--- src/rtl/gpio_pkg.sv ---
// shared constants, field layout and pin bundle type for the four-port parallel i/o block
`default_nettype none

package gpio_pkg;

  // ----------------------------------------------------------------
  // port widths
  // ----------------------------------------------------------------
  localparam int P0_W = 8;
  localparam int P1_W = 7;
  localparam int P2_W = 3;
  localparam int P3_W = 8;
  localparam int ALL_W = P0_W + P1_W + P2_W + P3_W;

  typedef struct packed {
    logic [7:0] p3;
    logic [2:0] p2;
    logic [6:0] p1;
    logic [7:0] p0;
  } port_pins_t;

  // ----------------------------------------------------------------
  // register indices (byte address is four times the index)
  // ----------------------------------------------------------------
  localparam logic [5:0] IDX_P0_LATCH = 6'h00;
  localparam logic [5:0] IDX_P1_LATCH = 6'h01;
  localparam logic [5:0] IDX_P2_LATCH = 6'h02;
  localparam logic [5:0] IDX_P3_LATCH = 6'h03;
  localparam logic [5:0] IDX_P1_DIR   = 6'h09;
  localparam logic [5:0] IDX_P3_DIR   = 6'h0A;
  localparam logic [5:0] IDX_P0_DRIVE = 6'h0B;
  localparam logic [5:0] IDX_P0_PINS  = 6'h0C;
  localparam logic [5:0] IDX_P2_PINS  = 6'h0D;
  localparam logic [5:0] IDX_CONV     = 6'h0E;
  localparam logic [5:0] IDX_PIN_CTRL = 6'h10;

  // ----------------------------------------------------------------
  // field positions
  // ----------------------------------------------------------------
  localparam int CONV_CHAN_LSB   = 0;
  localparam int CONV_AIND_BIT   = 4;
  localparam int CTRL_IRQ0_BIT   = 0;
  localparam int CTRL_IRQ1_FALL  = 1;
  localparam int CTRL_OUTPUT_DRIVE_ENABLE_BIT  = 2;
  localparam int IRQ0_PIN_BIT    = 0;
  localparam int IRQ1_PIN_BIT    = 1;
  localparam int IRQ2_PIN_BIT    = 0;
  localparam int OSC_IN_BIT      = 1;
  localparam int OSC_OUT_BIT     = 2;

  // ----------------------------------------------------------------
  // reset values
  // ----------------------------------------------------------------
  localparam logic [7:0] P0_LATCH_RST = 8'hFF;
  localparam logic [7:0] P0_DRIVE_RST = 8'h00;
  localparam logic [6:0] P1_LATCH_RST = 7'h00;
  localparam logic [6:0] P1_DIR_RST   = 7'h00;
  localparam logic [2:0] P2_LATCH_RST = 3'h7;
  localparam logic [7:0] P3_LATCH_RST = 8'h00;
  localparam logic [7:0] P3_DIR_RST   = 8'h00;
  localparam logic       AIND_RST     = 1'b1;
  localparam logic [2:0] CHAN_RST     = 3'h0;
  localparam logic       IRQ0_SEL_RST = 1'b0;
  localparam logic       IRQ1_FALL_RST = 1'b0;
  localparam logic       OUTPUT_DRIVE_ENABLE_RST    = 1'b1;

endpackage : gpio_pkg

`default_nettype wire

--- src/rtl/pin_sync.sv ---
// two-flop synchroniser for the pin input vector
`default_nettype none

module pin_sync #(
  parameter int W = 26
) (
  input  wire logic         ref_clk,
  input  wire logic         rst_n,
  input  wire logic [W-1:0] async_in,
  output logic      [W-1:0] sync_out
);

  logic [W-1:0] stage1;

  // stage1 feeds only the second flop
  always_ff @(posedge ref_clk or negedge rst_n) begin
    if (!rst_n) begin
      stage1   <= '0;
      sync_out <= '0;
    end else begin
      stage1   <= async_in;
      sync_out <= stage1;
    end
  end

endmodule : pin_sync

`default_nettype wire

--- src/rtl/pin_edge.sv ---
// registered rising and falling edge pulses for a vector of synchronised levels
`default_nettype none

module pin_edge #(
  parameter int W = 3
) (
  input  wire logic         ref_clk,
  input  wire logic         rst_n,
  input  wire logic [W-1:0] level,
  output logic      [W-1:0] rise,
  output logic      [W-1:0] fall
);

  logic [W-1:0] prev;

  genvar g;
  generate
    for (g = 0; g < W; g++) begin : g_bit
      always_ff @(posedge ref_clk or negedge rst_n) begin
        if (!rst_n) begin
          prev[g] <= 1'b0;
          rise[g] <= 1'b0;
          fall[g] <= 1'b0;
        end else begin
          prev[g] <= level[g];
          rise[g] <= level[g] & ~prev[g];
          fall[g] <= ~level[g] & prev[g];
        end
      end
    end
  endgenerate

endmodule : pin_edge

`default_nettype wire

--- src/rtl/four_port_parallel_io.sv ---
// four parallel i/o ports with avalon-mm register access
//
// Functional notes
// - four ports of 8, 7, 3, 8 bits
// - outputs latched, inputs read live
// - pins sampled in read sample phase
// - outputs change in write update phase
// - reset: port0 latch ones, drive type zero
// - port0 drive bit: 0 open-drain, 1 push-pull
// - port0 latch and pin registers read separately
// - port1 per-bit direction, reset all zero
// - port1 bit1 edge detected even when output
// - port1 bit0 io or irq0, input after reset
// - port2 latch resets to all ones
// - port2 bits1-2 oscillator in dual clock
// - port2 bit0 falling edge detected when output
// - port2 upper bits seven to three read as zero
// - stop mode floats port2 bit0
// - reset: port3 inputs, analog disable set
// - analog channel overrides port3 latch, direction
// - port3 direction one drives latch value
// - conversion: analog pins read latch, unwritable
// - port1 and port3 latch reads return pins for input bits
// - irq0 select: 0 io port, 1 interrupt
`default_nettype none

module four_port_parallel_io
  import gpio_pkg::*;
(
  input  wire logic        ref_clk,
  input  wire logic        rst_n,
  input  wire logic [7:0]  address,
  input  wire logic        read,
  input  wire logic        write,
  input  wire logic [31:0] writedata,
  input  wire logic [3:0]  byteenable,
  output logic      [31:0] readdata,
  output logic             waitrequest,
  input  wire port_pins_t  pin_in,
  output port_pins_t       pin_out,
  output port_pins_t       pin_oe,
  input  wire logic        stop_mode,
  input  wire logic        dual_clock_mode,
  input  wire logic        conversion_active,
  output logic      [7:0]  analog_select,
  output logic      [2:0]  irq_event
);

  // ----------------------------------------------------------------
  // helpers
  // ----------------------------------------------------------------
  function automatic logic hit(input logic [7:0] addr, input logic [5:0] idx);
    hit = (addr[7:2] == idx) && (addr[1:0] == 2'b00);
  endfunction

  // live pin level where a bit is input, latch where it drives
  function automatic logic [7:0] mix(input logic [7:0] drive, input logic [7:0] latch,
                                     input logic [7:0] pins);
    mix = (drive & latch) | (~drive & pins);
  endfunction

  function automatic logic [7:0] one_hot8(input logic [2:0] sel);
    one_hot8 = 8'h01 << sel;
  endfunction

  // ----------------------------------------------------------------
  // bus phases
  // ----------------------------------------------------------------
  typedef enum logic {
    phase_idle,
    write_update_phase
  } bus_phase_t;

  bus_phase_t phase;
  bus_phase_t next_phase;

  logic       read_sample_phase;
  logic       wr_en;
  logic [7:0] wr_byte;

  // the request is seen in one cycle, completed in the next;
  // the master holds address and data across both
  // every access costs two cycles; a zero-wait answer was traded away so
  // that pins are caught a full cycle before the read completes
  assign read_sample_phase = (phase == phase_idle) && read;
  assign waitrequest       = (phase != write_update_phase);
  assign wr_en   = (phase == write_update_phase) && write && byteenable[0];
  assign wr_byte = writedata[7:0];

  always_comb begin
    next_phase = phase;
    case (phase)
      phase_idle: begin
        if (read || write) begin
          next_phase = write_update_phase;
        end
      end
      write_update_phase: begin
        next_phase = phase_idle;
      end
      default: begin
        next_phase = phase_idle;
      end
    endcase
  end

  always_ff @(posedge ref_clk or negedge rst_n) begin
    if (!rst_n) begin
      phase <= phase_idle;
    end else begin
      phase <= next_phase;
    end
  end

  // ----------------------------------------------------------------
  // pin synchronisation and edge detection
  // ----------------------------------------------------------------
  port_pins_t pins;

  pin_sync #(
    .W (ALL_W)
  ) u_sync (
    .ref_clk  (ref_clk),
    .rst_n    (rst_n),
    .async_in (pin_in),
    .sync_out (pins)
  );

  logic [2:0] edge_level;
  logic [2:0] edge_rise;
  logic [2:0] edge_fall;

  // edges are taken from the pad itself, so they fire whether the
  // pin is driven from outside or by its own latch
  assign edge_level = {pins.p2[IRQ2_PIN_BIT], pins.p1[IRQ1_PIN_BIT], pins.p1[IRQ0_PIN_BIT]};

  pin_edge #(
    .W (3)
  ) u_edge (
    .ref_clk (ref_clk),
    .rst_n   (rst_n),
    .level   (edge_level),
    .rise    (edge_rise),
    .fall    (edge_fall)
  );

  // ----------------------------------------------------------------
  // register state
  // ----------------------------------------------------------------
  // one output latch per port: 8, 7, 3 and 8 bits
  logic [7:0] port0_output_latch;
  logic [7:0] port0_drive_type;
  logic [6:0] port1_output_latch;
  logic [6:0] port1_direction;
  logic [2:0] port2_output_latch;
  logic [7:0] port3_output_latch;
  logic [7:0] port3_direction;
  logic       analog_input_disable;
  logic [2:0] analog_channel_select;
  logic       irq_zero_pin_select;
  logic       irq1_falling;
  logic       output_drive_enable;

  always_ff @(posedge ref_clk or negedge rst_n) begin
    if (!rst_n) begin
      port0_output_latch <= P0_LATCH_RST;
      port0_drive_type   <= P0_DRIVE_RST;
    end else if (wr_en && hit(address, IDX_P0_LATCH)) begin
      port0_output_latch <= wr_byte;
    end else if (wr_en && hit(address, IDX_P0_DRIVE)) begin
      port0_drive_type <= wr_byte;
    end
  end

  always_ff @(posedge ref_clk or negedge rst_n) begin
    if (!rst_n) begin
      port1_output_latch <= P1_LATCH_RST;
      port1_direction    <= P1_DIR_RST;
    end else if (wr_en && hit(address, IDX_P1_LATCH)) begin
      port1_output_latch <= wr_byte[P1_W-1:0];
    end else if (wr_en && hit(address, IDX_P1_DIR)) begin
      port1_direction <= wr_byte[P1_W-1:0];
    end
  end

  always_ff @(posedge ref_clk or negedge rst_n) begin
    if (!rst_n) begin
      port2_output_latch <= P2_LATCH_RST;
    end else if (wr_en && hit(address, IDX_P2_LATCH)) begin
      port2_output_latch <= wr_byte[P2_W-1:0];
    end
  end

  always_ff @(posedge ref_clk or negedge rst_n) begin
    if (!rst_n) begin
      port3_output_latch <= P3_LATCH_RST;
      port3_direction    <= P3_DIR_RST;
    end else if (wr_en && hit(address, IDX_P3_LATCH)) begin
      port3_output_latch <= wr_byte;
    end else if (wr_en && hit(address, IDX_P3_DIR)) begin
      port3_direction <= wr_byte;
    end
  end

  always_ff @(posedge ref_clk or negedge rst_n) begin
    if (!rst_n) begin
      analog_input_disable  <= AIND_RST;
      analog_channel_select <= CHAN_RST;
    end else if (wr_en && hit(address, IDX_CONV)) begin
      analog_input_disable  <= wr_byte[CONV_AIND_BIT];
      analog_channel_select <= wr_byte[CONV_CHAN_LSB +: 3];
    end
  end

  always_ff @(posedge ref_clk or negedge rst_n) begin
    if (!rst_n) begin
      irq_zero_pin_select <= IRQ0_SEL_RST;
      irq1_falling        <= IRQ1_FALL_RST;
      output_drive_enable <= OUTPUT_DRIVE_ENABLE_RST;
    end else if (wr_en && hit(address, IDX_PIN_CTRL)) begin
      irq_zero_pin_select <= wr_byte[CTRL_IRQ0_BIT];
      irq1_falling        <= wr_byte[CTRL_IRQ1_FALL];
      output_drive_enable <= wr_byte[CTRL_OUTPUT_DRIVE_ENABLE_BIT];
    end
  end

  // ----------------------------------------------------------------
  // port 0 drivers
  // ----------------------------------------------------------------
  // open-drain bits only ever pull low; a latch of one lets the pad
  // float so an outside signal can be read
  assign pin_out.p0 = port0_output_latch & port0_drive_type;
  assign pin_oe.p0  = port0_drive_type | ~port0_output_latch;

  // ----------------------------------------------------------------
  // port 1 drivers
  // ----------------------------------------------------------------
  logic [6:0] p1_drive;

  // bit 0 is forced to input while it serves as interrupt zero
  assign p1_drive = port1_direction
                    & ~({6'h00, irq_zero_pin_select} << IRQ0_PIN_BIT);
  assign pin_out.p1 = port1_output_latch;
  assign pin_oe.p1  = p1_drive;

  // ----------------------------------------------------------------
  // port 2 drivers
  // ----------------------------------------------------------------
  logic [2:0] p2_float;
  logic [2:0] p2_drive;

  // bits 1 and 2 belong to the low-frequency oscillator in dual-clock
  // operation; bit 0 floats in stop mode whatever the drive enable says
  assign p2_float = ({2'b00, stop_mode} << IRQ2_PIN_BIT)
                    | ({1'b0, dual_clock_mode, 1'b0} << (OSC_IN_BIT - 1))
                    | ({dual_clock_mode, 2'b00} >> (2 - OSC_OUT_BIT));
  assign p2_drive   = {3{output_drive_enable}} & ~port2_output_latch & ~p2_float;
  assign pin_out.p2 = 3'h0;
  assign pin_oe.p2  = p2_drive;

  // ----------------------------------------------------------------
  // port 3 drivers
  // ----------------------------------------------------------------
  logic [7:0] p3_analog;
  logic [7:0] p3_drive;

  assign p3_analog = analog_input_disable ? 8'h00
                                          : one_hot8(analog_channel_select);
  // analog pins are never driven, so writes cannot reach them
  assign p3_drive   = port3_direction & ~p3_analog;
  assign pin_out.p3 = port3_output_latch;
  assign pin_oe.p3  = p3_drive;
  assign analog_select = p3_analog;

  // ----------------------------------------------------------------
  // interrupt edge events
  // ----------------------------------------------------------------
  // interrupt zero needs its pin selected, the others always watch
  assign irq_event[0] = edge_fall[0] & irq_zero_pin_select;
  assign irq_event[1] = irq1_falling ? edge_fall[1] : edge_rise[1];
  assign irq_event[2] = edge_fall[2];

  // ----------------------------------------------------------------
  // read path
  // ----------------------------------------------------------------
  logic [7:0] p1_read;
  logic [7:0] p3_pin_view;
  logic [7:0] p3_read;
  logic [7:0] rd_byte;

  // data registers of ports without a pin register return the live
  // level of input bits, so a read-modify-write may copy pin levels
  // into those latches
  assign p1_read = mix({1'b0, p1_drive}, {1'b0, port1_output_latch},
                       {1'b0, pins.p1});
  // while converting, analog pins answer with their latch value
  assign p3_pin_view = conversion_active ? p3_analog : 8'h00;
  assign p3_read = mix(p3_drive | p3_pin_view, port3_output_latch, pins.p3);

  always_comb begin
    rd_byte = 8'h00;
    case (1'b1)
      hit(address, IDX_P0_LATCH): rd_byte = port0_output_latch;
      hit(address, IDX_P0_PINS):  rd_byte = pins.p0;
      hit(address, IDX_P0_DRIVE): rd_byte = port0_drive_type;
      hit(address, IDX_P1_LATCH): rd_byte = p1_read;
      hit(address, IDX_P1_DIR):   rd_byte = {1'b0, port1_direction};
      // upper bits of port 2 carry no state and read as zero
      hit(address, IDX_P2_LATCH): rd_byte = {5'h00, port2_output_latch};
      hit(address, IDX_P2_PINS):  rd_byte = {5'h00, pins.p2};
      hit(address, IDX_P3_LATCH): rd_byte = p3_read;
      hit(address, IDX_P3_DIR):   rd_byte = port3_direction;
      hit(address, IDX_CONV): begin
        rd_byte[CONV_CHAN_LSB +: 3] = analog_channel_select;
        rd_byte[CONV_AIND_BIT]      = analog_input_disable;
      end
      hit(address, IDX_PIN_CTRL): begin
        rd_byte[CTRL_IRQ0_BIT]  = irq_zero_pin_select;
        rd_byte[CTRL_IRQ1_FALL] = irq1_falling;
        rd_byte[CTRL_OUTPUT_DRIVE_ENABLE_BIT] = output_drive_enable;
      end
      default: begin
        rd_byte = 8'h00;
      end
    endcase
  end

  // pins are caught once, in the first cycle of the read, and held
  // for the completing cycle; later pin changes are not seen
  always_ff @(posedge ref_clk or negedge rst_n) begin
    if (!rst_n) begin
      readdata <= 32'h0000_0000;
    end else if (read_sample_phase) begin
      readdata <= {24'h00_0000, rd_byte};
    end
  end

endmodule : four_port_parallel_io

`default_nettype wire

--- config.mk ---
export PLATFORM = sky130hd
export DESIGN_NAME = four_port_parallel_io
export DESIGN_NICKNAME = d
export VERILOG_FILES = /design/src/rtl/gpio_pkg.sv /design/src/rtl/pin_sync.sv /design/src/rtl/pin_edge.sv /design/src/rtl/four_port_parallel_io.sv
export SDC_FILE = /design/constraint.sdc
export NUM_CORES = 1
export LEC_CHECK = 0
export BUFFER_PORTS_ARGS = -buffer_cell sky130_fd_sc_hd__buf_2
export CORE_MARGIN = 2
export CORE_UTILIZATION = 40
export DETAILED_ROUTE_END_ITERATION = 16
export RECOVER_POWER = 50
export SYNTH_ARGS = -nofsm -noshare
export SYNTH_HDL_FRONTEND = slang
export SYNTH_SLANG_ARGS = --single-unit
--- constraint.sdc ---
create_clock -name ref_clk -period 3 [get_ports ref_clk]
set_clock_uncertainty 0.1 [all_clocks]
set_input_delay 0.15 -clock ref_clk [delete_from_list [all_inputs] [get_ports ref_clk]]
set_output_delay 0.15 -clock ref_clk [all_outputs]
set_load 0.01 [all_outputs]
**Word-level counts from Yosys, hierarchy flattened**

Index checks and enable logic that the tools add are counted.

- Logic and storage cells: 142
- Output and inout port bits: 96
- Register bits: 124
- Input bits: 77

- Bitwise gates (word level): 35
- Shift operators: 1
- Equality and inequality tests: 10
- Reduce and logical (&&, ||, !) cells: 29
- Mux-type cells: 44

Operators with widths:

| cell | count |
|---|---|
| $mux W3 | 20 |
| $eq A6 B4 Y1 const B | 6 |
| $and A8 B8 Y8 | 4 |
| $not A8 Y8 | 3 |
| $or A8 B8 Y8 | 3 |
| $logic_and A1 B1 Y1 | 23 |
| $mux W1 | 21 |
| $mux W8 | 2 |
| $and A7 B7 Y7 | 2 |
| $eq A6 B2 Y1 const B | 2 |
| $and A8 B7 Y8 | 1 |
| $not A1 Y1 | 8 |
| $not A7 Y8 | 1 |
| $or A7 B8 Y8 | 1 |
| $shl A1 B3 Y8 const A | 1 |
| $not A1 Y7 | 1 |
| $and A3 B3 Y3 | 2 |
| $eq A6 B1 Y1 const B | 1 |
| $eq A6 B5 Y1 const B | 1 |
| $logic_not A6 Y1 | 1 |
| $not A3 Y3 | 2 |
| $reduce_and A2 Y1 | 3 |
| $and A1 B1 Y1 | 5 |
| $or A2 B3 Y3 | 1 |
| other kinds (4) | 4 |

**Longest topological paths before layout**

Gate-level depths: netlist of run 1.

- Depth in word-level cells: 16
- Gate-level depth with buffers: 7
- Depth with buffers taken out: 5

**By module**

From an unflattened synthesis of run 1, not the netlist that was laid out.

- Cell total of the unflattened synthesis: 454
- Area, all modules: 5624.1 um^2

By module, submodules not included:

| module | sequential area each (um^2) | area an instance (um^2) | instances | cells an instance |
|---|---|---|---|---|
| four_port_parallel_io | 1642.8 | 4060.1 | 1 | 387 |
| pin_sync | 1301.2 | 1301.2 | 1 | 52 |
| pin_edge | 225.2 | 262.8 | 1 | 15 |

**Least setup slack after synthesis of run 1**

OpenSTA, ideal clock, no wires.

- Path kind: register -> register
- From: register analog_input_disable
- To: register readdata[4]
- Setup time: 124 ps
- Period minus slack after synthesis: 2286 ps
- Cell stages (with the launch flop): 7
- Path buffers: 1
- Path slack: 714 ps
- Required time: 2776 ps
- Arrival: 2062 ps
- Path through: dfstp_2 -> clkbuf_1 -> nor4b_1 -> mux2i_1 -> mux2i_1 -> a21oi_1 -> o31a_1

- Cells in the longest elaborated chain, start to end: 15
- Elaborated cells between the ends (all ways): 19
- Classes of those cells: mux (12); bitwise (7)

Ends and longest elaborated chain:

| element | RTL line | RTL |
|---|---|---|
| from (decl) | four_port_parallel_io.sv:158 | `logic analog_input_disable;` |
| from (signal assigned) | four_port_parallel_io.sv:210 | `analog_input_disable <= wr_byte[CONV_AIND_BIT];` |
| $mux W8 (*) | four_port_parallel_io.sv:267 | `assign p3_analog = analog_input_disable ? 8'h00` |
| named net analog_select[4] | four_port_parallel_io.sv:45 | `output logic [7:0] analog_select,` |
| $not A8 Y8 | four_port_parallel_io.sv:270 | `assign p3_drive = port3_direction & ~p3_analog;` |
| $and A8 B8 Y8 | four_port_parallel_io.sv:270 |  |
| $or A8 B8 Y8 (*) | four_port_parallel_io.sv:298 | `assign p3_read = mix(p3_drive \| p3_pin_view, port3_output_latch, pins.p3);` |
| $not A8 Y8 | four_port_parallel_io.sv:59 | `mix = (drive & latch) \| (~drive & pins);` |
| $and A8 B8 Y8 | four_port_parallel_io.sv:59 |  |
| $or A8 B8 Y8 (*) | four_port_parallel_io.sv:59 |  |
| $mux W1 (*) (8 in a row) | four_port_parallel_io.sv:302 | `case (1'b1)` |
| to (signal assigned) | four_port_parallel_io.sv:334 | `readdata <= {24'h00_0000, rd_byte};` |
| to (decl) | four_port_parallel_io.sv:37 | `output logic [31:0] readdata,` |

Mark *: on every way through the listed nets, which the timed path passes. The rest lies on a longest branch.
A chain may end at the register's enable or synchronous reset.

**Worst setup path after layout of run 1**

- From: register analog_channel_select[2]
- To: register readdata[2]

- Cells in the longest elaborated chain, start to end: 16
- Elaborated cells between the ends (all ways): 20
- Classes of those cells: shift (1); mux (12); bitwise (7)

Ends and longest elaborated chain:

| element | RTL line | RTL |
|---|---|---|
| from (decl) | four_port_parallel_io.sv:159 | `logic [2:0] analog_channel_select;` |
| from (signal assigned) | four_port_parallel_io.sv:211 | `analog_channel_select <= wr_byte[CONV_CHAN_LSB +: 3];` |
| $shl A1 B3 Y8 | four_port_parallel_io.sv:63 | `one_hot8 = 8'h01 << sel;` |
| $mux W8 | four_port_parallel_io.sv:267 |  |
| $not A8 Y8 | four_port_parallel_io.sv:270 |  |
| $and A8 B8 Y8 | four_port_parallel_io.sv:270 |  |
| $or A8 B8 Y8 | four_port_parallel_io.sv:298 |  |
| $not A8 Y8 | four_port_parallel_io.sv:59 |  |
| $and A8 B8 Y8 | four_port_parallel_io.sv:59 |  |
| $or A8 B8 Y8 | four_port_parallel_io.sv:59 |  |
| $mux W3 (*) (8 in a row) | four_port_parallel_io.sv:302 |  |

Every way passes the cells marked *; elsewhere a longest branch is shown, timed or not.

==> results of run 1 <==
cell families (layout without fill, tap and decap cells):
| family | Yosys count | in the layout | synth area share |
|---|---|---|---|
| AOI/OAI and AO/OA | 80 | 80 | 0.0944 |
| other | 1 | 27 | 0.000653 |
| buffers and inverters | 66 | 201 | 0.0684 |
| muxes | 78 | 78 | 0.150 |
| DFF | 124 | 124 | 0.543 |
| and+or+nand+nor | 138 | 138 | 0.144 |
sequential cells by signal, summed over array words and instances (netlist names), 3 cells and up:
signal and cells:
port0_output_latch 8, analog_channel_select 3, u_sync.stage1 26, readdata 8, port1_direction 7, port0_drive_type 8
u_edge.fall 3, port1_output_latch 7, u_edge.prev 3, port2_output_latch 3, port3_output_latch 8, port3_direction 8
u_sync.sync_out 26
metal layers:
| metal | track usage | vias up |
|---|---|---|
| met5 | 0 | - |
| met4 | 0.0689 | 0 |
| met3 | 0.0540 | 22 |
| met2 | 0.320 | 183 |
| met1 | 0.281 | 2161 |
| li1 | - | 1992 |
timing repair:
action	CTS	global route
hold endpoints to repair	98	0
resized for setup	0	0
hold buffers	34	0
setup endpoints to repair	0	0
buffers inserted	0	0
area by class of cell:
cell class              instances  area (um2)
fillers                      1256        6660
repair buffers                161         958
inverters                       8        30.0
clock inverters                 7         114
multi-input cells             323        2330
clock buffers                  25         495
well taps                     180         225
flip-flops and latches        124        3120
cells in the mapped netlist (all sizes together), types with 3 or more instances:
library cell	n
dfrtp	111
mux2	63
buf	38
nor2	21
clkbuf	20
nor2b	18
nand2	17
o21ai	17
mux2i	15
nand2b	15
a21oi	14
dfstp	13
nand3	12
and2	11
inv	8
a22oi	6
a311oi	6
or3b	6
a211oi	5
nor3	5
o22ai	5
a31oi	4
and3	4
nand4	4
and4bb	3
nand3b	3
nor4	3
nor4b	3
o31ai	3
or2	3
or3	3
report_power, final:
| group | internal, mW | switching (mW) |
|---|---|---|
| clock | 1.39 | 0.702 |
| sequential | 1.74 | 0.0364 |
| combinational | 0.122 | 0.186 |
| total | 3.25 | 0.924 |
worst max-delay path by stage:
stage | from | endpoint | slack (ns) | cells past startpoint
floorplan | analog_input_disable | readdata[4] | 0.71 | 6
global placement | address[1] | port1_output_latch[3] | 0.58 | 5
detailed placement | address[1] | port1_output_latch[1] | 0.58 | 5
CTS | analog_channel_select[2] | readdata[2] | 0.67 | 5
global route | rst_n | port3_output_latch[4] | 0.24 | 3
finish | analog_channel_select[2] | readdata[2] | 0.59 | 5
metrics by stage:
step	instances	power, mW	setup WS, ns
floorplan	513	1.96	0.714
global placement	762	2.08	0.581
detailed placement	762	2.08	0.579
CTS	828	4.22	0.670
global route	828	4.33	0.245
finish	828	4.18	0.588
==> qor.csv, run 1 <==
stage,metric,value,unit
run_status,status,finished clean,
floorplan,fp.dieW,124,um
synth,synth_top_area_frac,0.484,
cts,clockRootBuffer,clkbuf_16,
worst_setup_path,slowest_delay,0.63,ns
floorplan,die-area,15300,um2
floorplan,rows,43,
detailed_routing,dr.max_layer_used,met4,
floorplan,initial_core_util,0.412,
final_layout,layout_common_cells,"dfrtp_1 (111), buf_2 (84), mux2_2 (63)",
detailed_routing,via_per_inst,5.26,
cts,cts.reportedPaths.clkPinSlew,0.05,ns
global_route,grt_pass1_wl,23100,um
final_layout,antenna_cells,0,
timing,hold_ws,0.0697,ns
final_layout,drive_gt1_frac,0.333,
worst_setup_path,cp-end-kind,flip-flop,
worst_setup_path,critPathKind,reg2reg,
detailed_routing,met1_length,6500,um
placement,dp_hpwl,10500,um
global_route,antenna_found_initial,0,
timing,setup_tns,0,ns
detailed_routing,drc,0,
placement,portBuffers,118,
worst_setup_path,cp_max_fo,10,
cts,cts_max_path_buffers,2,
synth,synth_area,5740,um2
synth,ys_top_cells_by_area,"dfrtp_1 (48%), mux2_2 (12%), dfstp_2 (5.9%), buf_4 (4.4%), mux2i_1 (2.6%)",
synth,ys_types,55,
timing,hold_viol_final,0,
timing,worst_pin_slew,1.20,ns
detailed_routing,wire_per_inst,18.0,um
min_path,min_from,writedata[0],
floorplan,pin_count,173,
timing,finalCritPeriodShare,0.804,
cts,cts_buffers,17,
cts,cts.sinks,124,
global_route,grt_use_total,0.206,
worst_setup_path,regToRegSetupSlack,0.59,ns
synth,async_flop_share,1.00,
final_layout,layout_commonest_cell,dfrtp_1,
detailed_routing,ant_nets,0,
flow_run,drv_cap,0,
worst_setup_path,startpoint_type,flip-flop,
min_path,holdCritPathClass,in2reg,
detailed_routing,wl,14900,um
synth,netlist.top_cell.by_area,dfrtp_1,
cts,htree_levels,4,
worst_setup_path,timing.rr.end,readdata[2],
synth,synth_ff_type,dfrtp_1,
worst_setup_path,crit_path_top_delay_cell,nor4b_1,
floorplan,core,13900,um2
worst_setup_path,arrival,2.60,ns
synth,synth_warnings,0,
detailed_routing,vias,4358,
timing,max_freq,0.415,GHz
placement,place_area,6380,um2
cts,clkLatencyLatePin,0.41,ns
final_layout,finalNetCount,712,
power,power_leakage,3.35,nW
synth,ys_seq_elements,124,
min_path,whs_path_depth,2,
worst_setup_path,crit_family,compound AO/OA/AOI/OAI gates,
detailed_routing,dr_wl_met2,7110,um
floorplan,die_h,124,um
worst_setup_path,reg2reg_depth,5,
global_route,overflow,0,
global_route,grt_max_degree,76,
detailed_routing,drt_iter0_drc,379,
timing,grt_setup_unrepaired,false,
timing,layout_min_cycle_time,2.41,ns
final_layout,design_area,7280,um2
worst_setup_path,path_cells,"nor4b_1, mux2i_1, o22ai_1, a311oi_1, o31ai_1",
synth,synth_edf_count,0,
final_layout,syn2layout_area_growth,26.7,%
synth,synthCells,487,
detailed_routing,drt_first_pass_iters,5,
timing,slew_headroom,0.203,
synth,synth-seq-area-share,0.543,
worst_setup_path,path_buf_inv,0,
worst_setup_path,cp.required,3.19,ns
power,irDropWorstVdd,0.382,mV
timing,slew_viol_final,0,
timing,setup_violations,0,
global_route,grt_pass1_vias,4200,
synth,syn_area_per_cell,11.8,um2
power,powerDensity,574,nW/um2
min_path,whs_endpoint,port1_output_latch[0],
final_layout,finish.utilization,0.522,
worst_setup_path,timing.rr.start,analog_channel_select[2],
detailed_routing,dr_wl_met3,1060,um
cts,cts_tree,built,
placement,place_congestion,0.876,
(Power assumes the default switching activity.)
==> inputs of run 2 (changes only) <==
--- a/config.mk
+++ b/config.mk
@@ -5,10 +5,12 @@
 export SDC_FILE = /design/constraint.sdc
 export NUM_CORES = 1
 export LEC_CHECK = 0
+export ABC_AREA = 1
 export BUFFER_PORTS_ARGS = -buffer_cell sky130_fd_sc_hd__buf_2
 export CORE_MARGIN = 2
 export CORE_UTILIZATION = 40
 export DETAILED_ROUTE_END_ITERATION = 16
+export PLACE_DENSITY = 0.67
 export RECOVER_POWER = 50
 export SYNTH_ARGS = -nofsm -noshare
 export SYNTH_HDL_FRONTEND = slang
==> constraint.sdc (replaced) <==
create_clock -name ref_clk -period 2.1 [get_ports ref_clk]
set_clock_uncertainty 0.1 [all_clocks]
set_input_delay 0.105 -clock ref_clk [delete_from_list [all_inputs] [get_ports ref_clk]]
set_output_delay 0.105 -clock ref_clk [all_outputs]
set_load 0.01 [all_outputs]
==> run 2 against run 1 <==
  * Combinational power grew 15%
  * Setup slack lost 0.34 ns
  * Utilization grew 0.44 points
  * Synthesized area shrank 2.4%
  * Total power grew 47%
  * Flip-flop and latch count is the same
  * Global-route usage shrank 0.72 points
  * Non-clock buffer count shrank 6
  * Sequential power grew 42%
  * Cell count grew 20%
  * Sequential share of layout area grew 0.14 points
  * Highest routed layer unchanged
==> qor.csv, run 2 <==
stage,metric,value,unit,change
cts,cts_max_path_buffers,2,,unchanged
global_route,grt_pass1_vias,4437,,was 4200
global_route,grt_use_total,0.199,,was 0.206
run_status,status,finished clean,,unchanged
min_path,min_from,writedata[4],,was writedata[0]
timing,layout_min_cycle_time,1.85,ns,
power,power,6.12,mW,was 4.18 mW
synth,netlist.top_cell.by_area,dfrtp_1,,unchanged
floorplan,die_h,122,um,was 124 um
worst_setup_path,critPathKind,reg2out,,was reg2reg
placement,portBuffers,118,,unchanged
detailed_routing,wire_per_inst,14.2,um,was 18.0 um
cts,cts_buffers,17,,unchanged
placement,dp_hpwl,10100,um,was 10500 um
floorplan,fp.dieW,122,um,was 124 um
min_path,holdCritPathClass,in2reg,,unchanged
timing,slew_headroom,0.319,,was 0.203
cts,cts.reportedPaths.clkPinSlew,0.05,ns,about the same
detailed_routing,wl,14100,um,was 14900 um
min_path,whs_endpoint,port0_output_latch[4],,was port1_output_latch[0]
final_layout,layout_common_cells,"nand2_1 (186), buf_2 (117), dfrtp_1 (111)",,"was dfrtp_1 (111), buf_2 (84), mux2_2 (63)"
detailed_routing,drt_iter0_drc,340,,was 379
power,powerDensity,844,nW/um2,was 574 nW/um2
synth,yosysMostFrequentCell,nand2_1,,was dfrtp_1
timing,finalCritPeriodShare,0.880,,
worst_setup_path,regToRegSetupSlack,0.30,ns,was 0.59 ns
cts,cts.sinks,124,,unchanged
global_route,grt_pass1_wl,22200,um,was 23100 um
cts,cts_setup_buffers,0,,unchanged
cts,htree_levels,4,,unchanged
synth,synth_edf_count,0,,unchanged
synth,yosys-top-cells-count,"nand2_1 (186), dfrtp_1 (111), inv_1 (88)",,"was dfrtp_1 (111), mux2_2 (63), buf_4 (34)"
detailed_routing,dr_wl_met2,6830,um,was 7110 um
timing,setup_tns,0,ns,unchanged
power,power_leakage,3.81,nW,was 3.35 nW
synth,ys_top_cells_by_area,"dfrtp_1 (50%), nand2_1 (12%), dfstp_2 (6.1%), inv_1 (5.9%), buf_4 (4.6%)",,"was dfrtp_1 (48%), mux2_2 (12%), dfstp_2 (5.9%), buf_4 (4.4%), mux2i_1 (2.6%)"
worst_setup_path,slowest_delay,0.58,ns,was 0.63 ns
flow_run,drv_cap,0,,unchanged
power,p_comb_frac,0.058,,was 0.074
cts,clockRootBuffer,clkbuf_16,,unchanged
timing,slew_viol_final,0,,unchanged
final_layout,antenna_cells,0,,unchanged
cts,cts_repair_resize_count,0,,unchanged
power,p_sw,1.29,mW,was 924 uW
floorplan,die-area,15000,um2,was 15300 um2
synth,synth_area,5600,um2,was 5740 um2
detailed_routing,drc,0,,unchanged
global_route,overflow,0,,unchanged
floorplan,rows,43,,unchanged
worst_setup_path,arrival,1.64,ns,was 2.60 ns
worst_setup_path,crit_path_top_delay_cell,dfstp_2,,was nor4b_1
timing,setup_violations,0,,unchanged
detailed_routing,dr.max_layer_used,met4,,unchanged
timing,hold_viol_final,0,,unchanged
worst_setup_path,cp_common_cell,nor2_1,,
synth,ys_types,32,,was 55
global_route,grt_max_degree,39,,was 76
worst_setup_path,reg2reg_depth,10,,was 5
final_layout,syn2layout_area_growth,29.4,%,was 26.7%
placement,place_congestion,0.857,,was 0.876
synth,async_flop_share,1.00,,unchanged
detailed_routing,met1_length,6020,um,was 6500 um
power,seq_power_share,0.410,,was 0.425
timing,grt_setup_unrepaired,false,,unchanged
floorplan,pin_count,173,,unchanged
power,p_clk_frac,0.532,,was 0.501
final_layout,reg_top3,"u_sync.stage1 x26, u_sync.sync_out x26",,unchanged
final_layout,drive_gt1_frac,0.260,,was 0.333
worst_setup_path,cp-end-kind,output port,,was flip-flop
worst_setup_path,cp.required,1.89,ns,was 3.19 ns
power,irDropWorstVdd,0.415,mV,was 0.382 mV
detailed_routing,drt_first_pass_iters,5,,unchanged
worst_setup_path,startpoint_type,flip-flop,,unchanged
worst_setup_path,timing.rr.start,analog_channel_select[2],,unchanged
worst_setup_path,cp_max_fo,5,,was 10
detailed_routing,via_per_inst,4.60,,was 5.26
synth,synth_warnings,0,,unchanged
floorplan,core,13800,um2,was 13900 um2
synth,syn_area_per_cell,8.74,um2,was 11.8 um2
detailed_routing,dr_wl_met3,826,um,was 1060 um
cts,clkLatencyLatePin,0.41,ns,about the same
synth,synth_top_area_frac,0.496,,was 0.484
synth,synthCells,641,,was 487
synth,ys_seq_elements,124,,unchanged
power,switching_share,0.211,,was 0.221
timing,max_freq,0.541,GHz,
detailed_routing,vias,4571,,was 4358
final_layout,layout_commonest_cell,nand2_1,,was dfrtp_1
cts,cts_tree,built,,unchanged
timing,worst_pin_slew,1.02,ns,was 1.20 ns
power,internal_power,4.83,mW,was 3.25 mW
detailed_routing,ant_nets,0,,unchanged
worst_setup_path,timing.rr.end,readdata[3],,was readdata[2]
synth,synth-seq-area-share,0.557,,was 0.543
min_path,whs_path_depth,3,,was 2
synth,synth_ff_type,dfrtp_1,,unchanged
final_layout,fillers,1269,,was 1256
final_layout,finalNetCount,877,,was 712
floorplan,initial_core_util,0.407,,was 0.412
worst_setup_path,path_cells,"nor2_1, nand2_1, inv_1, nor2_1, buf_2",,"was nor4b_1, mux2i_1, o22ai_1, a311oi_1, o31ai_1"
global_route,antenna_found_initial,0,,unchanged
## run 2: cell types whose count changed after synthesis, sizes merged, moves of 18 or more
cell / previous run / this run
nor2: 21 / 48
nor2b: 18 / 0
nand2: 17 / 195
clkbuf: 20 / 2
mux2: 63 / 1
o21ai: 17 / 74
inv: 8 / 95
## run 2: what timing repair did
action / 4_1_cts / 5_1_grt
setup endpoints to repair: 0 / 0
hold endpoints to repair: 104 / 0
hold buffers: 33 / 0
## run 2: per-stage QoR
step	cell area [um2]	hold slack, ns	worst slack (ns)	util	cells
after floorplan	5700	-0.291	0.621	-	667
after CTS	7270	0.0132	0.268	0.528	993
final	7250	0.0134	0.253	0.527	993
after detailed placement	6270	0.0186	0.317	0.455	928
after global placement	6270	0.0189	0.359	0.455	928
after global routing	7250	0.0474	0.163	0.527	993
## run 2: cell families (layout without fill, tap and decap cells)
| logic type | after synthesis | count (layout) | synth area share |
|---|---|---|---|
| and+or+nand+nor | 293 | 293 | 0.238 |
| buffers and inverters | 136 | 282 | 0.118 |
| DFF | 124 | 124 | 0.557 |
| AOI/OAI and AO/OA | 86 | 86 | 0.0846 |
| other | 1 | 27 | 0.000669 |
| muxes | 1 | 1 | 0.00201 |
## run 2: routing by layer
layer	global-route usage	up-vias
met1	0.256	2131
met5	0	-
met2	0.321	163
met4	0.0912	0
met3	0.0432	25
li1	-	2252
## run 2: layout make-up
| type | instances | area, um2 | share of cell area |
|---|---|---|---|
| Tap cell | 180 | 225 | 0.0311 |
| Multi-Input combinational cell | 407 | 1920 | 0.265 |
| Inverter | 95 | 357 | 0.0492 |
| Clock inverter | 11 | 188 | 0.0259 |
| Clock buffer | 21 | 480 | 0.0663 |
| Sequential cell | 124 | 3120 | 0.430 |
| Timing Repair Buffer | 155 | 963 | 0.133 |
## run 2: how the worst max path moves through the flow
stage / startpoint / endpoint / depth (start not counted)
3_5_place_dp: analog_channel_select[2] / readdata[3] / 10
2_1_floorplan: analog_channel_select[0] / readdata[6] / 12
6_report: analog_input_disable / pin_oe[22] / 5
5_1_grt: rst_n / port0_drive_type[5] / 3
3_3_place_gp: analog_channel_select[2] / readdata[3] / 10
4_1_cts: analog_input_disable / pin_oe[22] / 5
## run 2: power groups by stage
stage / logic (mW) / clock network, mW / registers, mW
2_1_floorplan: 0.182 / 0 / 2.54
3_3_place_gp: 0.308 / 0 / 2.55
3_5_place_dp: 0.311 / 0 / 2.55
4_1_cts: 0.361 / 3.29 / 2.51
5_1_grt: 0.402 / 3.40 / 2.52
6_report: 0.355 / 3.25 / 2.51
## run 2: critical path, delay by kind of cell, from the launching register on
family                 cells  cell delay [ns]
and+or+nand+nor            3             0.38
buffers and inverters      2             0.27
DFF                        1             0.58
==> inputs of run 3 (changes only) <==
--- a/config.mk
+++ b/config.mk
@@ -5,11 +5,11 @@
 export SDC_FILE = /design/constraint.sdc
 export NUM_CORES = 1
 export LEC_CHECK = 0
-export ABC_AREA = 1
-export BUFFER_PORTS_ARGS = -buffer_cell sky130_fd_sc_hd__buf_2
+export BUFFER_PORTS_ARGS = -buffer_cell sky130_fd_sc_hd__buf_4
 export CORE_MARGIN = 2
 export CORE_UTILIZATION = 40
 export DETAILED_ROUTE_END_ITERATION = 16
+export GPL_TIMING_DRIVEN = 0
 export PLACE_DENSITY = 0.67
 export RECOVER_POWER = 50
 export SYNTH_ARGS = -nofsm -noshare
==> run 3 against run 2 <==
  * The run now ends with negative setup slack left
  * Count of clock-buffer cells in the layout down 2
  * Utilization up 4.9 points
  * First-iteration DRC count rose by 21%
  * Via count rose by 1.7%
  * Cell count decreased by 11%
  * Critical path depth unchanged
  * Design area grew 11%
  * Global-route usage grew 1.5 points
  * Largest power group unchanged
==> qor.csv, run 3 (synthesis gave the netlist of run 1 again) <==
stage,metric,value,unit,change
global_route,grt_pass1_vias,4425,,was 4437
cts,htree_levels,4,,unchanged
cts,clockRootBuffer,clkbuf_16,,unchanged
floorplan,die-area,15300,um2,was 15000 um2
timing,grt_setup_unrepaired,true,,was false
worst_setup_path,crit_family,multiplexers,,was flip-flops
worst_setup_path,cp-end-kind,flip-flop,,was output port
run_status,failed_checks,negative setup slack,,
worst_setup_path,path_cells,"nor4_2, mux2i_1, mux2i_1, a211oi_1, o41ai_1",,"was nor2_1, nand2_1, inv_1, nor2_1, buf_2"
placement,dp_hpwl,11300,um,was 10100 um
power,powerDensity,714,nW/um2,was 844 nW/um2
min_path,holdCritPathClass,in2reg,,unchanged
timing,max_freq,0.473,GHz,was 0.541 GHz
worst_setup_path,cp_max_fo,10,,was 5
cts,clkLatencyLatePin,0.42,ns,was 0.41 ns
placement,place_congestion,0.905,,was 0.857
power,power_leakage,3.74,nW,was 3.81 nW
detailed_routing,drt_first_pass_iters,6,,was 5
worst_setup_path,cp.required,2.29,ns,was 1.89 ns
timing,hold_viol_final,0,,unchanged
detailed_routing,ant_nets,0,,unchanged
cts,cts.sinks,124,,unchanged
final_layout,layout_common_cells,"buf_4 (127), dfrtp_1 (108), mux2_2 (60)",,"was nand2_1 (186), buf_2 (117), dfrtp_1 (111)"
final_layout,reg_top3,"u_sync.stage1 x26, u_sync.sync_out x26",,unchanged
power,power,5.72,mW,was 6.12 mW
global_route,grt_pass1_wl,24000,um,was 22200 um
cts,cts_max_path_buffers,2,,unchanged
cts,cts_buffers,17,,unchanged
worst_setup_path,arrival,2.31,ns,was 1.64 ns
floorplan,core,13900,um2,was 13800 um2
global_route,grt_use_total,0.214,,was 0.199
final_layout,finalNetCount,763,,was 877
floorplan,initial_core_util,0.412,,was 0.407
worst_setup_path,startpoint_type,flip-flop,,unchanged
timing,setup_violations,1,,was 0
global_route,overflow,0,,unchanged
power,irDropWorstVdd,0.489,mV,was 0.415 mV
placement,placedCellCount,810,,was 928
placement,place_ws,-0.810,ns,was 0.317 ns
detailed_routing,via_per_inst,5.29,,was 4.60
worst_setup_path,path_buf_inv,0,,was 2
floorplan,pin_count,173,,unchanged
final_layout,final_cells,879,,was 993
run_status,status,"complete, but fails checks",,was finished clean
timing,slew_headroom,0.121,,was 0.319
timing,layout_min_cycle_time,2.11,ns,was 1.85 ns
flow_run,drv_cap,0,,unchanged
floorplan,die_h,124,um,was 122 um
floorplan,fp.dieW,124,um,was 122 um
final_layout,layout_commonest_cell,buf_4,,was nand2_1
final_layout,design_area,8020,um2,was 7250 um2
global_route,grt_max_degree,74,,was 39
timing,slew_viol_final,0,,unchanged
timing,worst_pin_slew,1.32,ns,was 1.02 ns
final_layout,drive_gt1_frac,0.429,,was 0.260
final_layout,antenna_cells,0,,unchanged
placement,portBuffers,116,,was 118
final_layout,syn2layout_area_growth,39.6,%,was 29.4%
worst_setup_path,slowest_delay,0.50,ns,was 0.58 ns
detailed_routing,drt_iter0_drc,411,,was 340
floorplan,rows,43,,unchanged
detailed_routing,wire_per_inst,17.8,um,was 14.2 um
detailed_routing,wl,15700,um,was 14100 um
global_route,antenna_found_initial,0,,unchanged
detailed_routing,vias,4648,,was 4571
timing,finalCritPeriodShare,1.01,,was 0.880
worst_setup_path,critPathKind,reg2reg,,was reg2out
worst_setup_path,crit_path_top_delay_cell,dfrtp_2,,was dfstp_2
timing,setup_ws,-0.0145,ns,was 0.253 ns
worst_setup_path,cp_common_cell,mux2i_1,,was nor2_1
detailed_routing,drc,0,,unchanged
cts,cts_tree,built,,unchanged
cts,cts.reportedPaths.clkPinSlew,0.06,ns,was 0.05 ns
placement,place_area,6970,um2,was 6270 um2
-- run 3: per-layer routing --
layer | global-route usage | vias to the layer above | share of wire
li1 | - | 2087 | -
met1 | 0.284 | 2304 | 0.42
met2 | 0.333 | 226 | 0.48
met3 | 0.0517 | 31 | 0.076
met4 | 0.0945 | 0 | 0.021
met5 | 0 | - | 0
-- run 3: cell type report --
type | count | area (um2)
fill | 1163 | 5920
sequential | 124 | 3120
multi-input combinational | 323 | 2430
timing repair buffer | 159 | 1320
clock buffer | 19 | 453
buffer | 53 | 344
tap | 180 | 225
clock inverter | 13 | 96.3
inverter | 8 | 30.0
-- run 3: worst min-delay path, delay by kind of cell --
kind | cells | cell delay (ns)
buf+inv | 2 | 0.25
mux | 1 | 0.17
simple gates | 1 | 0.13
-- run 3: timing repair --
item / CTS / global route
hold buffers: 37 / 0
gates cloned: 0 / 0
gates resized for setup: 9 / 14
endpoints found under the hold margin: 199 / 0
pin swaps: 0 / 6
setup endpoints to repair: 37 / 25
buffers inserted: 1 / 4
-- run 3: final timing paths --
path,start,end,slack (ns),cells after the start
max reg2reg,analog_channel_select[2],readdata[0],-0.01,5
max in group asynchronous,rst_n,port0_output_latch[6],0.50,3
min in group asynchronous,rst_n,u_sync.stage1[9],0.41,2
min reg2reg,u_sync.stage1[9],u_sync.sync_out[9],0.25,0
max,analog_channel_select[2],readdata[0],-0.01,5
min,address[6],irq_zero_pin_select,0.17,4
-- run 3: per-stage QoR --
stage / utilization / hold WS, ns / TNS, ns
finish: 0.575 / 0.175 / -0.0145
global placement: 0.498 / 0.115 / -26.08
CTS: 0.568 / 0.0995 / -0.0743
global route: 0.575 / 0.196 / -0.214
floorplan: - / -0.291 / -0.213
detailed placement: 0.500 / -0.0192 / -25.07
-- run 3: power breakdown --
| part | internal, mW | leakage [nW] | total, mW | switching, mW |
|---|---|---|---|---|
| sequential | 2.48 | 1.54 | 2.54 | 0.0542 |
| clock | 1.56 | 0.245 | 2.64 | 1.07 |
| combinational | 0.266 | 1.95 | 0.552 | 0.286 |
| total | 4.31 | 3.74 | 5.72 | 1.41 |
